`src/design/ssv_pkg.sv`:
```
// Package for the supply reset supervisor: variants, states, timing constants
package ssv_pkg;

	// Output driver variants
	typedef enum logic [1:0]
	{
		SSV_OD_EXT  = 2'h0,
		SSV_OD_INT  = 2'h1,
		SSV_PP_LOW  = 2'h2,
		SSV_PP_HIGH = 2'h3
	} ssv_variant_t;

	// Sequencer states, Gray coded along power-up, fault, hold, run
	typedef enum logic [1:0]
	{
		SSV_ST_POWERUP = 2'h0,
		SSV_ST_FAULT   = 2'h1,
		SSV_ST_HOLD    = 2'h3,
		SSV_ST_RUN     = 2'h2
	} ssv_state_t;

	// Pin group for one reset output: value and enable
	typedef struct packed
	{
		logic out;
		logic oe;
	} ssv_pin_t;

	// Pull-up enable plus primary and complementary pins
	typedef struct packed
	{
		ssv_pin_t primary;
		ssv_pin_t compl_pin;
		logic     pullup_en;
	} ssv_outs_t;

	// Clock rate
	localparam longint SSV_CLK_HZ        = 100000000;
	// Times as printed
	localparam longint SSV_HOLD_MS       = 200;
	localparam longint SSV_WINDOW_MS     = 1600;
	localparam longint SSV_PRESS_US      = 1000;
	localparam longint SSV_GLITCH_US     = 10;
	// Derived cycle counts (clock rate divided down first, so every count rounds down)
	localparam longint SSV_HOLD_CYC      = SSV_HOLD_MS * (SSV_CLK_HZ / 1000);
	localparam longint SSV_WINDOW_CYC    = SSV_WINDOW_MS * (SSV_CLK_HZ / 1000);
	localparam longint SSV_PRESS_CYC     = SSV_PRESS_US * (SSV_CLK_HZ / 1000000);
	localparam longint SSV_GLITCH_CYC    = SSV_GLITCH_US * (SSV_CLK_HZ / 1000000);
	// Counter width and counter start value
	localparam int     SSV_CNT_W         = 32;
	localparam logic [SSV_CNT_W-1:0] SSV_CNT_ZERO = 32'h0000_0000;
	localparam logic [SSV_CNT_W-1:0] SSV_CNT_ONE  = 32'h0000_0001;

endpackage

```
`src/design/ssv_supervisor.sv`:
```
// Supply reset supervisor: supply, manual reset and watchdog into a held reset output
`timescale 1ns/1ps

// Contract
// - Four output variants selectable at build
// - Optional complementary output, opposite level except in the push-pull high variant
// - External pull-up variant: low, then float
// - Internal pull-up variant: low, then pulled high
// - Push-pull low variant: low, then high
// - Push-pull high variant: high, then low
// - Complementary output always push-pull
// - Reset on manual, watchdog, supply, power-up
// - Hold reset full delay after causes clear
// - Release needs supply above threshold plus margin; not rechecked after watchdog expiry
// - Reset held during power-up below threshold
// - Rising supply starts hold timer, expiry releases
// - Manual reset active low, pulled up
// - Manual reset ignores short noise pulses
// - Watchdog idle until first falling kick edge
// - Any kick edge restarts watchdog period
// - Missed kick window asserts reset
// - Window default 1.6 s, build option
// - Manual reset needs press delay first
// - Hold delay build option, default 200 ms
module ssv_supervisor
	import ssv_pkg::*;
#(
	parameter ssv_variant_t          VARIANT    = SSV_OD_EXT,
	parameter bit                    HAS_COMPL  = 1'b1,
	parameter bit                    HAS_WDOG   = 1'b1,
	parameter bit                    HAS_MANUAL = 1'b1,
	parameter logic [SSV_CNT_W-1:0] HOLD_CYC   = SSV_CNT_W'(SSV_HOLD_CYC),
	parameter logic [SSV_CNT_W-1:0] WINDOW_CYC = SSV_CNT_W'(SSV_WINDOW_CYC),
	parameter logic [SSV_CNT_W-1:0] PRESS_CYC  = SSV_CNT_W'(SSV_PRESS_CYC),
	parameter logic [SSV_CNT_W-1:0] GLITCH_CYC = SSV_CNT_W'(SSV_GLITCH_CYC)
)
(
	// Clock and reset
	input  wire logic i_sys_clk,
	input  wire logic i_nrst,
	// Supply comparator, above threshold and above threshold plus margin
	input  wire logic i_supply_above_trip,
	input  wire logic i_supply_above_rise_margin,
	// Host-facing inputs
	input  wire logic i_manual_reset_n,
	input  wire logic i_watchdog_kick_in,
	// Primary reset pin
	output logic      o_rst_out,
	output logic      o_rst_oe,
	output logic      o_rst_pullup_en,
	// Complementary active-high reset pin
	output logic      o_rst_compl_out,
	output logic      o_rst_compl_oe,
	// Status
	output logic      o_in_reset,
	output logic      o_wdog_armed
);

	// Synchroniser stages, each with its next value
	logic [1:0]           sync_trip, next_sync_trip;
	logic [1:0]           sync_rise, next_sync_rise;
	logic [1:0]           sync_mr, next_sync_mr;
	logic [1:0]           sync_kick, next_sync_kick;
	logic                 kick_prev, next_kick_prev;

	// Manual reset filter
	logic [SSV_CNT_W-1:0] mr_cnt, next_mr_cnt;
	logic                 mr_active, next_mr_active;

	// Watchdog
	logic                 wd_armed, next_wd_armed;
	logic [SSV_CNT_W-1:0] watchdog_counter, next_watchdog_counter;
	logic                 wd_expire;

	// Sequencer
	ssv_state_t           state, next_state;
	logic [SSV_CNT_W-1:0] hold_cnt, next_hold_cnt;
	logic                 supply_low;
	logic                 supply_ok;
	logic                 kick_rise;
	logic                 kick_fall;

	// Outputs
	ssv_outs_t            outs, next_outs;
	logic                 asserted;

	// Synchronisers; the first stage feeds only the second
	always_comb
	begin
		next_sync_trip = {sync_trip[0], i_supply_above_trip};
		next_sync_rise = {sync_rise[0], i_supply_above_rise_margin};
		next_sync_mr   = {sync_mr[0], i_manual_reset_n};
		next_sync_kick = {sync_kick[0], i_watchdog_kick_in};
		next_kick_prev = sync_kick[1];
	end

	always_ff @(posedge i_sys_clk or negedge i_nrst)
	begin
		if (!i_nrst)
		begin
			sync_trip <= 2'h0;
			sync_rise <= 2'h0;
			sync_mr   <= 2'h3;
			sync_kick <= 2'h0;
			kick_prev <= 1'b0;
		end
		else
		begin
			sync_trip <= next_sync_trip;
			sync_rise <= next_sync_rise;
			sync_mr   <= next_sync_mr;
			sync_kick <= next_sync_kick;
			kick_prev <= next_kick_prev;
		end
	end

	// Edge and level decode from settled stages
	assign supply_low = !sync_trip[1];
	assign supply_ok  = sync_rise[1];
	assign kick_rise  = sync_kick[1] && !kick_prev;
	assign kick_fall  = !sync_kick[1] && kick_prev;

	// Manual reset: low must persist past filter and press delay
	always_comb
	begin
		next_mr_cnt    = mr_cnt;
		next_mr_active = mr_active;
		if (!HAS_MANUAL || sync_mr[1])
		begin
			next_mr_cnt    = SSV_CNT_ZERO;
			next_mr_active = 1'b0;
		end
		else if (!mr_active)
		begin
			if (mr_cnt + SSV_CNT_ONE >= GLITCH_CYC + PRESS_CYC)
			begin
				next_mr_active = 1'b1;
			end
			else
			begin
				next_mr_cnt = mr_cnt + SSV_CNT_ONE;
			end
		end
	end

	always_ff @(posedge i_sys_clk or negedge i_nrst)
	begin
		if (!i_nrst)
		begin
			mr_cnt    <= SSV_CNT_ZERO;
			mr_active <= 1'b0;
		end
		else
		begin
			mr_cnt    <= next_mr_cnt;
			mr_active <= next_mr_active;
		end
	end

	// Watchdog: armed by first falling edge, any edge restarts the window
	assign wd_expire = wd_armed && (watchdog_counter + SSV_CNT_ONE >= WINDOW_CYC);

	always_comb
	begin
		next_wd_armed         = wd_armed;
		next_watchdog_counter = watchdog_counter;
		if (!HAS_WDOG || asserted)
		begin
			next_wd_armed         = 1'b0;
			next_watchdog_counter = SSV_CNT_ZERO;
		end
		else if (!wd_armed)
		begin
			if (kick_fall)
			begin
				next_wd_armed         = 1'b1;
				next_watchdog_counter = SSV_CNT_ZERO;
			end
		end
		else if (kick_rise || kick_fall)
		begin
			next_watchdog_counter = SSV_CNT_ZERO;
		end
		else if (!wd_expire)
		begin
			next_watchdog_counter = watchdog_counter + SSV_CNT_ONE;
		end
	end

	always_ff @(posedge i_sys_clk or negedge i_nrst)
	begin
		if (!i_nrst)
		begin
			wd_armed         <= 1'b0;
			watchdog_counter <= SSV_CNT_ZERO;
		end
		else
		begin
			wd_armed         <= next_wd_armed;
			watchdog_counter <= next_watchdog_counter;
		end
	end

	// Sequencer: supply or manual cause enters fault, watchdog expiry enters hold, hold counts after all clear
	always_comb
	begin
		next_state    = state;
		next_hold_cnt = hold_cnt;
		case (state)
			SSV_ST_POWERUP:
			begin
				if (supply_ok)
				begin
					next_state    = SSV_ST_HOLD;
					next_hold_cnt = SSV_CNT_ZERO;
				end
			end
			SSV_ST_FAULT:
			begin
				if (supply_ok && !mr_active)
				begin
					next_state    = SSV_ST_HOLD;
					next_hold_cnt = SSV_CNT_ZERO;
				end
			end
			SSV_ST_HOLD:
			begin
				if (supply_low || mr_active)
				begin
					next_state = SSV_ST_FAULT;
				end
				else if (hold_cnt + SSV_CNT_ONE >= HOLD_CYC)
				begin
					next_state = SSV_ST_RUN;
				end
				else
				begin
					next_hold_cnt = hold_cnt + SSV_CNT_ONE;
				end
			end
			SSV_ST_RUN:
			begin
				if (supply_low || mr_active)
				begin
					next_state = SSV_ST_FAULT;
				end
				else if (wd_expire)
				begin
					next_state    = SSV_ST_HOLD;
					next_hold_cnt = SSV_CNT_ZERO;
				end
			end
			default:
			begin
				next_state = SSV_ST_POWERUP;
			end
		endcase
	end

	always_ff @(posedge i_sys_clk or negedge i_nrst)
	begin
		if (!i_nrst)
		begin
			state    <= SSV_ST_POWERUP;
			hold_cnt <= SSV_CNT_ZERO;
		end
		else
		begin
			state    <= next_state;
			hold_cnt <= next_hold_cnt;
		end
	end

	// Reset is asserted in every state except run
	assign asserted = (state != SSV_ST_RUN);

	// Pin drive per variant
	always_comb
	begin
		next_outs = '0;
		case (VARIANT)
			SSV_OD_EXT:
			begin
				next_outs.primary.out = 1'b0;
				next_outs.primary.oe  = asserted;
			end
			SSV_OD_INT:
			begin
				next_outs.primary.out = 1'b0;
				next_outs.primary.oe  = asserted;
				next_outs.pullup_en   = !asserted;
			end
			SSV_PP_LOW:
			begin
				next_outs.primary.out = !asserted;
				next_outs.primary.oe  = 1'b1;
			end
			SSV_PP_HIGH:
			begin
				next_outs.primary.out = asserted;
				next_outs.primary.oe  = 1'b1;
			end
			default:
			begin
				next_outs.primary.oe  = asserted;
			end
		endcase
		next_outs.compl_pin.out = HAS_COMPL && asserted;
		next_outs.compl_pin.oe  = HAS_COMPL;
	end

	always_ff @(posedge i_sys_clk or negedge i_nrst)
	begin
		if (!i_nrst)
		begin
			outs         <= '{'{VARIANT == SSV_PP_HIGH, 1'b1}, '{HAS_COMPL, HAS_COMPL}, 1'b0};
			o_in_reset   <= 1'b1;
			o_wdog_armed <= 1'b0;
		end
		else
		begin
			outs         <= next_outs;
			o_in_reset   <= asserted;
			o_wdog_armed <= wd_armed;
		end
	end

	// Outputs come straight from the outs register
	assign o_rst_out       = outs.primary.out;
	assign o_rst_oe        = outs.primary.oe;
	assign o_rst_pullup_en = outs.pullup_en;
	assign o_rst_compl_out = outs.compl_pin.out;
	assign o_rst_compl_oe  = outs.compl_pin.oe;

endmodule // ssv_supervisor

```
`config.mk`:
```
export PLATFORM = sky130hd
export DESIGN_NAME = ssv_supervisor
export DESIGN_NICKNAME = d
export VERILOG_FILES = /design/src/design/ssv_pkg.sv /design/src/design/ssv_supervisor.sv
export SDC_FILE = /design/constraint.sdc
export NUM_CORES = 1
export LEC_CHECK = 0
export BUFFER_PORTS_ARGS = -buffer_cell sky130_fd_sc_hd__buf_4
export CORE_ASPECT_RATIO = 0.8
export CORE_MARGIN = 2
export CORE_UTILIZATION = 53
export CTS_CLUSTER_SIZE = 24
export DETAILED_ROUTE_END_ITERATION = 10
export PLACE_DENSITY = 0.8
export SYNTH_ARGS = -nofsm -noshare
export SYNTH_HDL_FRONTEND = slang
export SYNTH_SLANG_ARGS = --single-unit
export TNS_END_PERCENT = 20
```
`constraint.sdc`:
```
create_clock -name i_sys_clk -period 3.1 [get_ports i_sys_clk]
set_input_delay 0.31 -clock i_sys_clk [delete_from_list [all_inputs] [get_ports i_sys_clk]]
set_output_delay 0.31 -clock i_sys_clk [all_outputs]
set_load 0.02 [all_outputs]
```
---- Word level (Yosys, flattened, before mapping) ----
Index checks and enable logic that the tools add are counted.
storage, ports and cells
  bits of input ports ..................... 6
  output and inout bits ................... 7
  flip-flop bits (word level) ............. 111
cells by class
  $add $sub $neg .......................... 3
  reduce and logical (&&, ||, !) cells .... 16
  muxes and demuxes ....................... 28
  equal/unequal tests ..................... 15
  $lt $le $gt $ge ......................... 3
operator list
  cell                                                                  count
  two-way mux 32 bit                                                    14
  one-hot mux 32 bit (4 select lines)                                   1
  adder 32 x 1 -> 32 bit (second input constant)                        3
  greater-or-equal comparator 32 x 17 -> 1 bit (second input constant)  1
  greater-or-equal comparator 32 x 25 -> 1 bit (second input constant)  1
  greater-or-equal comparator 32 x 28 -> 1 bit (second input constant)  1
  inequality test 2 bit (second input constant)                         9
  two-way mux 2 bit                                                     6
  one-hot mux 2 bit (4 select lines)                                    1
  two-way mux 1 bit                                                     6
  inequality test 3 bit (second input constant)                         2
  AND reduction 6 bit                                                   1
  equality test 2 bit (second input constant)                           2
  logical AND 1 bit                                                     4
  zero test 1 bit                                                       4
  inequality test 4 x 2 -> 1 bit (second input constant)                1
  AND reduction 2 bit                                                   2
  AND reduction 4 bit                                                   1
  nonzero test 3 bit                                                    1
  equality test 2 x 1 -> 1 bit (second input constant)                  1
  zero test 2 bit                                                       1
  logical OR 1 bit                                                      2

---- Logic depth before layout (Yosys ltp) ----
Gate-level depths: netlist of run 1.
  depth after elaboration ................. 7
  depth in mapped cells ................... 13
  depth with buffers taken out ............ 10

---- Worst setup path before layout of run 1 ----
Ideal clock, no wire load.
  kind .................................... register -> register
  start point ............................. register mr_cnt[3]
  end point ............................... register mr_cnt[16]
  cell stages (with the launch flop) ...... 10
  required time ........................... 2.972 ns
  clock period less this slack ............ 3.362 ns
  slack ................................... -0.262 ns
  arrival time ............................ 3.234 ns
  path through ............................ dfrtp_1 nand3_2 or3_1 or4_4 or4b_1 a211oi_2 nand4_4 or2_1 nor4_2 mux2_1
between the ends
  word-level cells in the longest chain between the ends .. 4
RTL lines
  element                                                                             line                                          source
  from (decl)                                                                         ssv_supervisor.sv:67                          logic [SSV_CNT_W-1:0] mr_cnt, next_mr_cnt;
  from (signal assigned)                                                              ssv_supervisor.sv:155                         mr_cnt <= next_mr_cnt;
  adder 32 x 1 -> 32 bit *                                                            ssv_supervisor.sv:135, ssv_supervisor.sv:141
  greater-or-equal comparator 32 x 17 -> 1 bit or two-way mux 32 bit (tied branches)  ssv_supervisor.sv:135                         if (mr_cnt + SSV_CNT_ONE >= GLITCH_CYC + PRESS_CYC)
  inequality test 2 bit (no line) or two-way mux 32 bit (tied branches)               n/a
  AND reduction 2 bit (no line) or two-way mux 32 bit (tied branches)                 n/a
Every way passes the cells marked *; elsewhere a longest branch is shown, timed or not. The select of a mux whose other input is x is not followed.
A chain may end at the register's enable or synchronous reset.

---- Worst setup path in the final report of run 1 ----
  start point ............................. register watchdog_counter[0]
  end point ............................... register hold_cnt[0]
between the ends
  word-level cells in the longest chain between the ends .. 5
RTL lines
  element                                       line                   source
  from (decl)                                   ssv_supervisor.sv:72   logic [SSV_CNT_W-1:0] watchdog_counter, next_watchdog_counter;
  from (signal assigned)                        ssv_supervisor.sv:200  watchdog_counter <= next_watchdog_counter;
  adder 32 x 1 -> 32 bit                        ssv_supervisor.sv:161  assign wd_expire = wd_armed && (watchdog_counter + SSV_CNT_ONE >= WINDOW_CYC);
  greater-or-equal comparator 32 x 28 -> 1 bit  ssv_supervisor.sv:161
  logical AND 1 bit                             ssv_supervisor.sv:161
  inequality test 2 bit (no line)               n/a
  AND reduction 6 bit (no line)                 n/a
  to (signal assigned)                          ssv_supervisor.sv:270  hold_cnt <= next_hold_cnt;
  to (decl)                                     ssv_supervisor.sv:77   logic [SSV_CNT_W-1:0] hold_cnt, next_hold_cnt;
Every way passes these cells.

==> flow_summary.yaml, run 1 <==
critical_path:
  crit_family: "simple AND/OR/NAND/NOR gates"
  critPathRequiredTime_ns: 3.41
  cp_slowest_stage_delay_ns: 0.51
  criticalPathCategory: "flip-flop to flip-flop"
  crit_top_cell: "a311oi_4"
  worstPathMaxFanout: 6
  cp.arrival_ns: 3.52
  path_cells: "ha_4 -> and4_4 -> nand3_2 -> or4_4 -> xor2_1 -> nand3_1 -> a311oi_4 -> buf_4 -> nor3b_4 -> a311oi_4 -> buf_6 -> buf_8 -> mux2_4"
  start_kind: "flip-flop"
  slowest_stage: "or4_4"
  path_buf_inv: 3
  end_kind: "flip-flop"
routing:
  drtIter0Drc: 759
  wire_per_inst_um: 17.9
  final_antenna_net_count: 0
  drt-pass1-iter-count: 5
  vias: 7215
  vias_per_cell: 6.37
  drc_errors: 0
  wl_mm: 20.3
logic_synthesis:
  synth-main-ff-cell: "dfrtp_1"
  async_flop_share_pct: 100
  netlist_area_um2: 7230
  syn-instance-count: 840
  synth-compound-area-share_pct: 19.5
  syn_avg_cell_area_um2: 8.61
  muxShareOfSynthArea_pct: 2.63
  ys_ff_latch: 111
  synth_top_family_by_area: "simple AND/OR/NAND/NOR gates"
  synth_edf_count: 0
  synthSimpleGateAreaFrac_pct: 31.7
  yosys.area_share.xor_xnor_pct: 2.54
  ys_seq_area_share_pct: 38.4
  synth_fa_ha_area_share_pct: 0.865
  ys_types: 83
  ys_warn_count: 0
final_layout:
  diodes: 0
  fillCellCount: 998
  regArea_um2: 2790
  area_growth_pct: 26.9
  drive_above_1_share_pct: 29.3
  fin_cells: 1132
  multi_input_area_um2: 4570
  final_nets: 958
timing:
  post-route-period-util_pct: 104
  layout_setup_ws_ns: -0.118
  maxSlewViolCount: 0
  slew_headroom_pct: 43.1
  clock.fmax_mhz: 311
  fin_tns_setup_ns: -3.18
  finalCriticalPeriod_ns: 3.22
  hold_violations: 0
  tightest_slew_ns: 0.851
  whs_ns: 0.0484
  fin_skew_ns: 0.0104
  rsz0062_at_grt: "yes"
  setup_viol: 45
power_and_ir_drop:
  p_per_area_nw_per_um2: 316
  leakage_nw: 3.81
  ir_drop_mv: 0.381
global_routing:
  grt_pass1_wl_mm: 34.0
  grt.busiest_layer: "met2"
  grt_max_degree: 53
  met3_usage_pct: 5.20
  use_met1_pct: 41.5
  grt.total_usage_pct: 28.8
  first_global_vias: 6791
  use_met2_pct: 45.0
  overflow: 0
  antenna_found_initial: 0
run_status:
  violations: "setup timing"
  status: "finished with violations"
run:
  maxCapViolations: 0
clocking:
  cts_buffer_depth: 2
  cts_buffers: 9
  path_clk_slew_ns: 0.08
  htreeDepth: 3
  cts_tree: "built"
  clkSinkCount: 111
  clk_latency_ns: 0.37
  root_buffer: "clkbuf_16"
placed_design:
  place_inst: 1087
  io_buffer_count: 9
  dp.final_hpwl_mm: 13.5
  gp_congestion: 1.00
die:
  coreArea_um2: 13500
  die_h_um: 109
  start_util_pct: 53.8
  die_area_um2: 14600
  die_width_um: 135
  rows: 38
  pin_count: 13
worst_hold_path:
  hp-class: "input port to flip-flop"
[registers in the layout (all words and copies together), names as in the netlist]
register	count
sync_mr	2
sync_rise	2
mr_active	1
kick_prev	1
state	2
sync_kick	2
o_wdog_armed	1
hold_cnt	32
watchdog_counter	32
wd_armed	1
o_rst_compl_out	1
mr_cnt	32
sync_trip	2
[area by class of cell]
type	count	share of cell area (%)
flip-flops and latches	111	30.4
multi-input cells	660	49.8
clock buffers	9	2.45
repair buffers	156	14.0
well taps	180	2.45
clock inverters	7	0.600
inverters	9	0.368
[per-layer routing]
layer,vias up,routed length [µm]
met2,334,9290
met5,-,0
met3,22,1430
li1,3368,-
met1,3491,9300
met4,0,226
[logic make-up (layout without fill, tap and decap cells)]
kind of cell / Yosys count / after routing
fa+ha+maj: 5 / 5
mux: 18 / 18
simple gates: 401 / 401
compound gates: 212 / 212
buf+inv: 70 / 181
flops: 111 / 111
xor+xnor: 21 / 21
other cells: 2 / 3
[Yosys cell counts, drive strengths merged, types with 5 or more instances]
cell type / count / area, µm²
nand4: 40 / 265
nor4: 29 / 215
or4: 7 / 56.3
a21oi: 51 / 255
o22a: 9 / 78.8
or2: 6 / 37.5
inv: 9 / 33.8
nor2: 53 / 201
buf: 18 / 106
and3: 35 / 219
o21ba: 14 / 140
a31oi: 12 / 75.1
o31ai: 11 / 82.6
mux2: 8 / 90.1
and4: 14 / 123
and2: 35 / 219
nand2b: 8 / 50.1
nand3: 49 / 250
nor2b: 6 / 37.5
clkbuf: 43 / 164
xnor2: 15 / 131
or3: 9 / 56.3
o21ai: 60 / 300
xor2: 6 / 52.6
mux2i: 10 / 100
nand3b: 5 / 37.5
nor3: 28 / 151
ha: 5 / 62.6
nand2: 61 / 229
nor3b: 6 / 50.1
dfrtp: 108 / 2700
[placed cells by master (no fill, tap or decap), drive strengths merged, types with 7 or more instances in the layout]
cell type / n
nand4: 40
nor2: 53
buf: 154
nand3: 49
o21ba: 14
xnor2: 15
nor4: 29
nor3: 28
or4: 7
nand2b: 8
mux2i: 10
clkbuf: 9
mux2: 8
inv: 13
and3: 35
or3: 9
o21ai: 60
and2: 35
and4: 14
nand2: 61
dfrtp: 108
o22a: 9
a21oi: 51
a31oi: 12
o31ai: 11
[worst register-to-register path: stages (launching register included)]
cell,delay (ns)
dfrtp_2,0.44
ha_4,0.17
and4_4,0.26
nand3_2,0.13
or4_4,0.51
xor2_1,0.14
nand3_1,0.13
a311oi_4,0.38
buf_4,0.19
nor3b_4,0.05
a311oi_4,0.29
buf_6,0.19
buf_8,0.14
mux2_4,0.15
[final timing paths]
| check | from | to | slack (ns) | depth (start not counted) |
|---|---|---|---|---|
| hold reg to reg | sync_mr[0] | sync_mr[1] | 0.36 | 0 |
| hold / removal | i_watchdog_kick_in | sync_kick[0] | 0.05 | 1 |
| min in group asynchronous | i_nrst | watchdog_counter[11] | 0.51 | 2 |
| setup / recovery | watchdog_counter[0] | hold_cnt[0] | -0.12 | 13 |
| max in group asynchronous | i_nrst | hold_cnt[29] | 1.72 | 3 |
| setup reg to reg | watchdog_counter[0] | hold_cnt[0] | -0.12 | 13 |
[power breakdown]
part	internal (mW)	total (mW)	leakage, nW	switching, mW
sequential	1.48	1.52	1.50	0.0434
clock	0.559	1.14	0.144	0.579
combinational	0.105	0.241	2.16	0.135
[stage by stage]
stage / total power, mW / worst slack, ns / cell area, µm² / util (%)
floorplan: 1.65 / -0.139 / 7300 / -
global placement: 1.74 / -0.159 / 8210 / 61.0
detailed placement: 1.75 / -0.156 / 8210 / 61.0
CTS: 2.91 / -0.0179 / 8960 / 66.6
global route: 3.00 / -0.233 / 9180 / 68.2
finish: 2.90 / -0.118 / 9180 / 68.2
[repair_timing]
action	in CTS	in global routing
gates resized for setup	57	54
hold buffers	1	0
hold endpoints to repair	3	0
endpoints found under the setup margin	74	98
buffers inserted	23	3
pin swaps	21	23
gates cloned	2	0
Power figures use the tool's default switching activity.
==> run 2: changes to the inputs <==
--- a/config.mk
+++ b/config.mk
@@ -5,13 +5,15 @@
 export SDC_FILE = /design/constraint.sdc
 export NUM_CORES = 1
 export LEC_CHECK = 0
+export ABC_AREA = 0
 export BUFFER_PORTS_ARGS = -buffer_cell sky130_fd_sc_hd__buf_4
 export CORE_ASPECT_RATIO = 0.8
 export CORE_MARGIN = 2
 export CORE_UTILIZATION = 53
 export CTS_CLUSTER_SIZE = 24
 export DETAILED_ROUTE_END_ITERATION = 10
-export PLACE_DENSITY = 0.8
+export PLACE_DENSITY = 0.77
+export RECOVER_POWER = 100
 export SYNTH_ARGS = -nofsm -noshare
 export SYNTH_HDL_FRONTEND = slang
 export SYNTH_SLANG_ARGS = --single-unit
==> run 2 against run 1 <==
Against the previous run:
- the flow still finishes with violations (setup timing)
- die area stayed put
- via count decreased by 0.30%
- sequential cell count stayed put
- total power up 4.5%
- wire length fell by 0.13%
- clock power up 14%
- clock skew increased by 0.0040 ns
- global-route usage shrank 1.1 points
- largest cell class unchanged
==> flow_summary.yaml, run 2 (synthesized netlist as in run 1, its figures left out) <==
routing:
  vias: 7193
  final_antenna_net_count: 0
  drt-pass1-iter-count: 5
  vias_per_cell: 6.33
  wl_mm: 20.2
  drtIter0Drc: 743
  wire_per_inst_um: 17.8
  drc_errors: 0
global_routing:
  first_global_vias: 6443
  grt_max_degree: 59
  overflow: 0
  grt_pass1_wl_mm: 32.6
  antenna_found_initial: 0
  grt.total_usage_pct: 27.7
die:
  coreArea_um2: 13500
  die_h_um: 109
  die_width_um: 135
  die_area_um2: 14600
  pin_count: 13
  start_util_pct: 53.8
  rows: 38
placed_design:
  io_buffer_count: 9
  dp.final_hpwl_mm: 13.7
  post_dp_cell_area_um2: 8290
  gp_congestion: 0.991
  dp_worst_setup_slack_ns: -0.202
final_layout:
  area_growth_pct: 27.5
  final_nets: 963
  diodes: 0
  drive_above_1_share_pct: 30.8
  layout_commonest_cell: "buf_4"
  reg_top3: "hold_cnt x32, mr_cnt x32, watchdog_counter x32"
  fillCellCount: 1031
  final_cell_mix: "buf_4, dfrtp_1, nand2_1, o21ai_0, nor2_1"
  final_area_um2: 9220
power_and_ir_drop:
  p_total_mw: 3.03
  power_frac_comb_pct: 7.1
  leakage_nw: 3.82
  seq_power_share_pct: 50.1
  pwr-share-clk_pct: 42.8
  p_per_area_nw_per_um2: 329
  ir_drop_mv: 0.394
  power_switching_mw: 0.798
  power.internal_mw: 2.23
  power.share.switching_pct: 26.3
critical_path:
  cp_slowest_stage_delay_ns: 0.53
  slowest_stage: "or4_4"
  rrSetupSlack_ns: -0.10
  end_kind: "flip-flop"
  cp-startpoint: "watchdog_counter[21]"
  criticalPathCategory: "flip-flop to flip-flop"
  critPathRequiredTime_ns: 3.39
  r2r-start: "watchdog_counter[21]"
  reg2reg_to: "watchdog_counter[13]"
  rr_worst_depth: 12
  path_cells: "and4_1 -> nand3_2 -> nor4_4 -> buf_4 -> buf_4 -> or3_1 -> and4_4 -> a311oi_4 -> buf_6 -> nand2_2 -> or4_4 -> a21oi_2"
  start_kind: "flip-flop"
  crit_top_cell: "buf_4"
  worstPathMaxFanout: 7
  cp.arrival_ns: 3.49
  cp-endpoint: "watchdog_counter[13]"
timing:
  rsz0062_at_grt: "yes"
  finalCriticalPeriod_ns: 3.20
  tightest_slew_ns: 1.41
  clock.fmax_mhz: 312
  post-route-period-util_pct: 103
  whs_ns: 0.0489
  setup_viol: 11
  slew_headroom_pct: 6.25
  hold_violations: 0
  layout_setup_ws_ns: -0.100
  fin_skew_ns: 0.0144
  maxSlewViolCount: 0
clocking:
  htreeDepth: 3
  cts_buffers: 9
  root_buffer: "clkbuf_16"
  path_clk_slew_ns: 0.08
  clk_latency_ns: 0.37
  cts_buffer_depth: 2
  cts_tree: "built"
  clkSinkCount: 111
  cts_hold_buf: 0
run_status:
  violations: "setup timing"
  status: "finished with violations"
worst_hold_path:
  hp-class: "input port to flip-flop"
run:
  maxCapViolations: 0
[run 2: layer usage]
metal / global-route usage [%] / vias up / routed length (µm)
met5: 0 / - / 0
met4: 5.49 / 0 / 269
met3: 5.72 / 28 / 1250
met2: 41.0 / 263 / 9270
met1: 42.0 / 3518 / 9450
li1: - / 3384 / -
[run 2: timing repair]
action / in CTS / in global routing
hold endpoints to repair: 0 / 0
pin swaps: 11 / 17
gates resized for setup: 38 / 69
setup endpoints to repair: 83 / 95
setup buffers: 13 / 13
[run 2: power groups by stage]
stage / combinational [mW] / sequential (mW) / clock (mW)
detailed placement: 0.206 / 1.55 / 0
global placement: 0.198 / 1.54 / 0
finish: 0.215 / 1.52 / 1.30
floorplan: 0.115 / 1.53 / 0
global route: 0.238 / 1.53 / 1.37
CTS: 0.215 / 1.52 / 1.32
[run 2: area by class of cell]
class                           instances  area, µm²  area share (%)
Clock buffer                            9        225            2.44
Tap cell                              180        225            2.44
Sequential cell                       111       2790            30.2
Inverter                                9       33.8           0.366
Clock inverter                          7        108            1.17
Timing Repair Buffer                  161       1240            13.5
Multi-Input combinational cell        660       4600            49.9
[run 2: how the worst min path moves through the flow]
stage,to,startpoint,cells past startpoint
global placement,sync_trip[1],sync_trip[0],0
floorplan,hold_cnt[0],i_nrst,0
global route,sync_mr[0],i_manual_reset_n,1
finish,sync_mr[0],i_manual_reset_n,1
CTS,watchdog_counter[7],i_nrst,1
detailed placement,sync_rise[1],sync_rise[0],0
[run 2: metrics by stage]
step / TNS, ns / util, % / cells
2_1_floorplan: -0.175 / - / 841
3_3_place_gp: -2.97 / 61.6 / 1097
3_5_place_dp: -7.14 / 61.6 / 1097
4_1_cts: -0.0443 / 66.0 / 1126
5_1_grt: -6.01 / 68.6 / 1137
6_report: -0.380 / 68.6 / 1137
[run 2: worst max-delay path: cells and delay by family (launching register included)]
kind | cells | cell delay [ns]
compound gates | 2 | 0.55
buf+inv | 3 | 0.46
flops | 1 | 0.52
simple gates | 7 | 1.60
==> run 3: changes to the inputs <==
--- a/config.mk
+++ b/config.mk
@@ -8,7 +8,6 @@
 export ABC_AREA = 0
 export BUFFER_PORTS_ARGS = -buffer_cell sky130_fd_sc_hd__buf_4
 export CORE_ASPECT_RATIO = 0.8
-export CORE_MARGIN = 2
 export CORE_UTILIZATION = 53
 export CTS_CLUSTER_SIZE = 24
 export DETAILED_ROUTE_END_ITERATION = 10
==> constraint.sdc (replaced) <==
create_clock -name i_sys_clk -period 3.1 [get_ports i_sys_clk]
set_input_delay 0.93 -clock i_sys_clk [delete_from_list [all_inputs] [get_ports i_sys_clk]]
set_output_delay 0.93 -clock i_sys_clk [all_outputs]
set_load 0.02 [all_outputs]
==> run 3 against run 2 <==
Against the previous run:
- the run ends with capacitance limit, slew limit, setup timing left
- global-route usage rose by 3.5 points
- count of clock-buffer cells in the layout rose by 2
- clock power fell by 8%
- cell area rose by 1.4%
- largest cell class unchanged
- worst setup slack improved by 0.0060 ns
- first-iteration DRC count rose by 9.3%
- sequential power barely moved
- sequential share of layout area fell by 0.44 points
- wire length rose by 10%
- critical endpoint is now mr_cnt[7]
- sequential cell count did not move
==> flow_summary.yaml, run 3 (synthesized netlist as in run 1, its figures left out) <==
critical_path:
  worstPathMaxFanout: 5
  criticalPathCategory: "flip-flop to flip-flop"
  r2r-start: "mr_cnt[7]"
  start_kind: "flip-flop"
  rrSetupSlack_ns: -0.09
  end_kind: "flip-flop"
  cp.arrival_ns: 3.43
  cp-startpoint: "mr_cnt[7]"
  critPathRequiredTime_ns: 3.33
final_layout:
  reg_top3: "hold_cnt x32, mr_cnt x32, watchdog_counter x32"
  drive_above_1_share_pct: 31.3
  area_growth_pct: 29.2
  layout_commonest_cell: "buf_4"
  diodes: 0
  fin_cells: 1153
  final_cell_mix: "buf_4, dfrtp_1, nand2_1, nor2_1"
  final_util_pct: 71.4
  final_nets: 984
global_routing:
  antenna_found_initial: 0
  grt_pass1_wl_mm: 35.0
  grt_max_degree: 39
  first_global_vias: 7054
  grt.total_usage_pct: 31.3
  overflow: 0
die:
  pin_count: 13
  start_util_pct: 55.2
  rows: 37
  coreArea_um2: 13100
  die_h_um: 107
  die_area_um2: 14100
  die_width_um: 133
routing:
  drtIter0Drc: 812
  final_antenna_net_count: 0
  vias_per_cell: 6.45
  wire_per_inst_um: 19.3
  wl_mm: 22.3
  vias: 7442
  drc_errors: 0
  drt-pass1-iter-count: 7
placed_design:
  dp.final_hpwl_mm: 15.1
  gp_congestion: 1.02
  place_inst: 1111
  io_buffer_count: 9
  dp_worst_setup_slack_ns: -0.298
run_status:
  status: "finished with violations"
  violations: "capacitance limit, slew limit, setup timing"
timing:
  slew_headroom_pct: -43.4
  hold_violations: 0
  layout_setup_ws_ns: -0.0941
  maxSlewViolCount: 39
  setup_viol: 58
  post-route-period-util_pct: 103
  rsz0062_at_grt: "yes"
  clock.fmax_mhz: 313
  finalCriticalPeriod_ns: 3.19
  fin_skew_ns: 0.0178
  whs_ns: 0.352
  tightest_slew_ns: 2.15
clocking:
  clk_latency_ns: 0.37
  root_buffer: "clkbuf_16"
  cts_buffers: 9
  cts_buffer_depth: 2
  cts_tree: "built"
  htreeDepth: 3
  path_clk_slew_ns: 0.07
  clkSinkCount: 111
power_and_ir_drop:
  p_per_area_nw_per_um2: 319
  p_total_mw: 2.99
  leakage_nw: 3.88
  ir_drop_mv: 0.371
worst_hold_path:
  hp-class: "flip-flop to flip-flop"
  hold_start: "sync_rise[0]"
run:
  maxCapViolations: 1
==> run 3: per-stage QoR <==
| stage | TNS, ns | cell area [µm²] |
|---|---|---|
| after floorplan | -0.175 | 7300 |
| after global placement | -2.78 | 8470 |
| after detailed placement | -8.46 | 8470 |
| after CTS | -0.106 | 8950 |
| after global routing | -14.86 | 9350 |
| final | -3.01 | 9350 |
==> run 3: area by class of cell <==
type / instances / area, µm²
Timing Repair Buffer: 182 / 1470
Clock buffer: 11 / 233
Multi-Input combinational cell: 660 / 4550
Tap cell: 175 / 219
Fill cell: 939 / 3750
Inverter: 9 / 33.8
Sequential cell: 111 / 2790
Clock inverter: 5 / 57.6
==> run 3: path summary, 6_finish.rpt <==
check / end / depth (start not counted)
worst min register to register: sync_rise[1] / 0
worst max-delay path: mr_cnt[7] / 11
worst min-delay path: sync_rise[1] / 0
worst max register to register: mr_cnt[7] / 11
max in group asynchronous: hold_cnt[13] / 2
min in group asynchronous: hold_cnt[28] / 1
==> run 3: layer usage <==
layer | share of wire (%) | routed length (µm) | track usage, % | vias to the layer above
li1 | - | - | - | 3414
met1 | 43 | 9640 | 42.5 | 3622
met2 | 46 | 10300 | 49.1 | 358
met3 | 8.2 | 1820 | 6.49 | 48
met4 | 2.0 | 450 | 11.8 | 0
met5 | 0 | 0 | 0 | -
==> run 3: timing repair <==
action                     CTS  global route
gates cloned                 0             2
setup endpoints to repair   70            98
pin swaps                    9            33
setup buffers                8            17
gates resized for setup     26            75
hold buffers                 0             0
==> run 3: worst max-delay path, cell delays in order (launching register included) <==
cell      delay, ns
dfrtp_1        0.38
and2_4         0.18
nand4_1        0.16
or4_4          0.57
or4b_4         0.52
a211oi_4       0.26
nand4_4        0.13
buf_6          0.16
nor4_4         0.36
buf_4          0.19
xnor2_2        0.10
nor2_1         0.05
==> run 3: report_power, final <==
group / switching [mW] / internal, mW / leakage [nW] / total [mW]
Sequential: 0.0357 / 1.48 / 1.51 / 1.51
Clock: 0.557 / 0.632 / 0.144 / 1.19
Combinational: 0.149 / 0.133 / 2.23 / 0.282
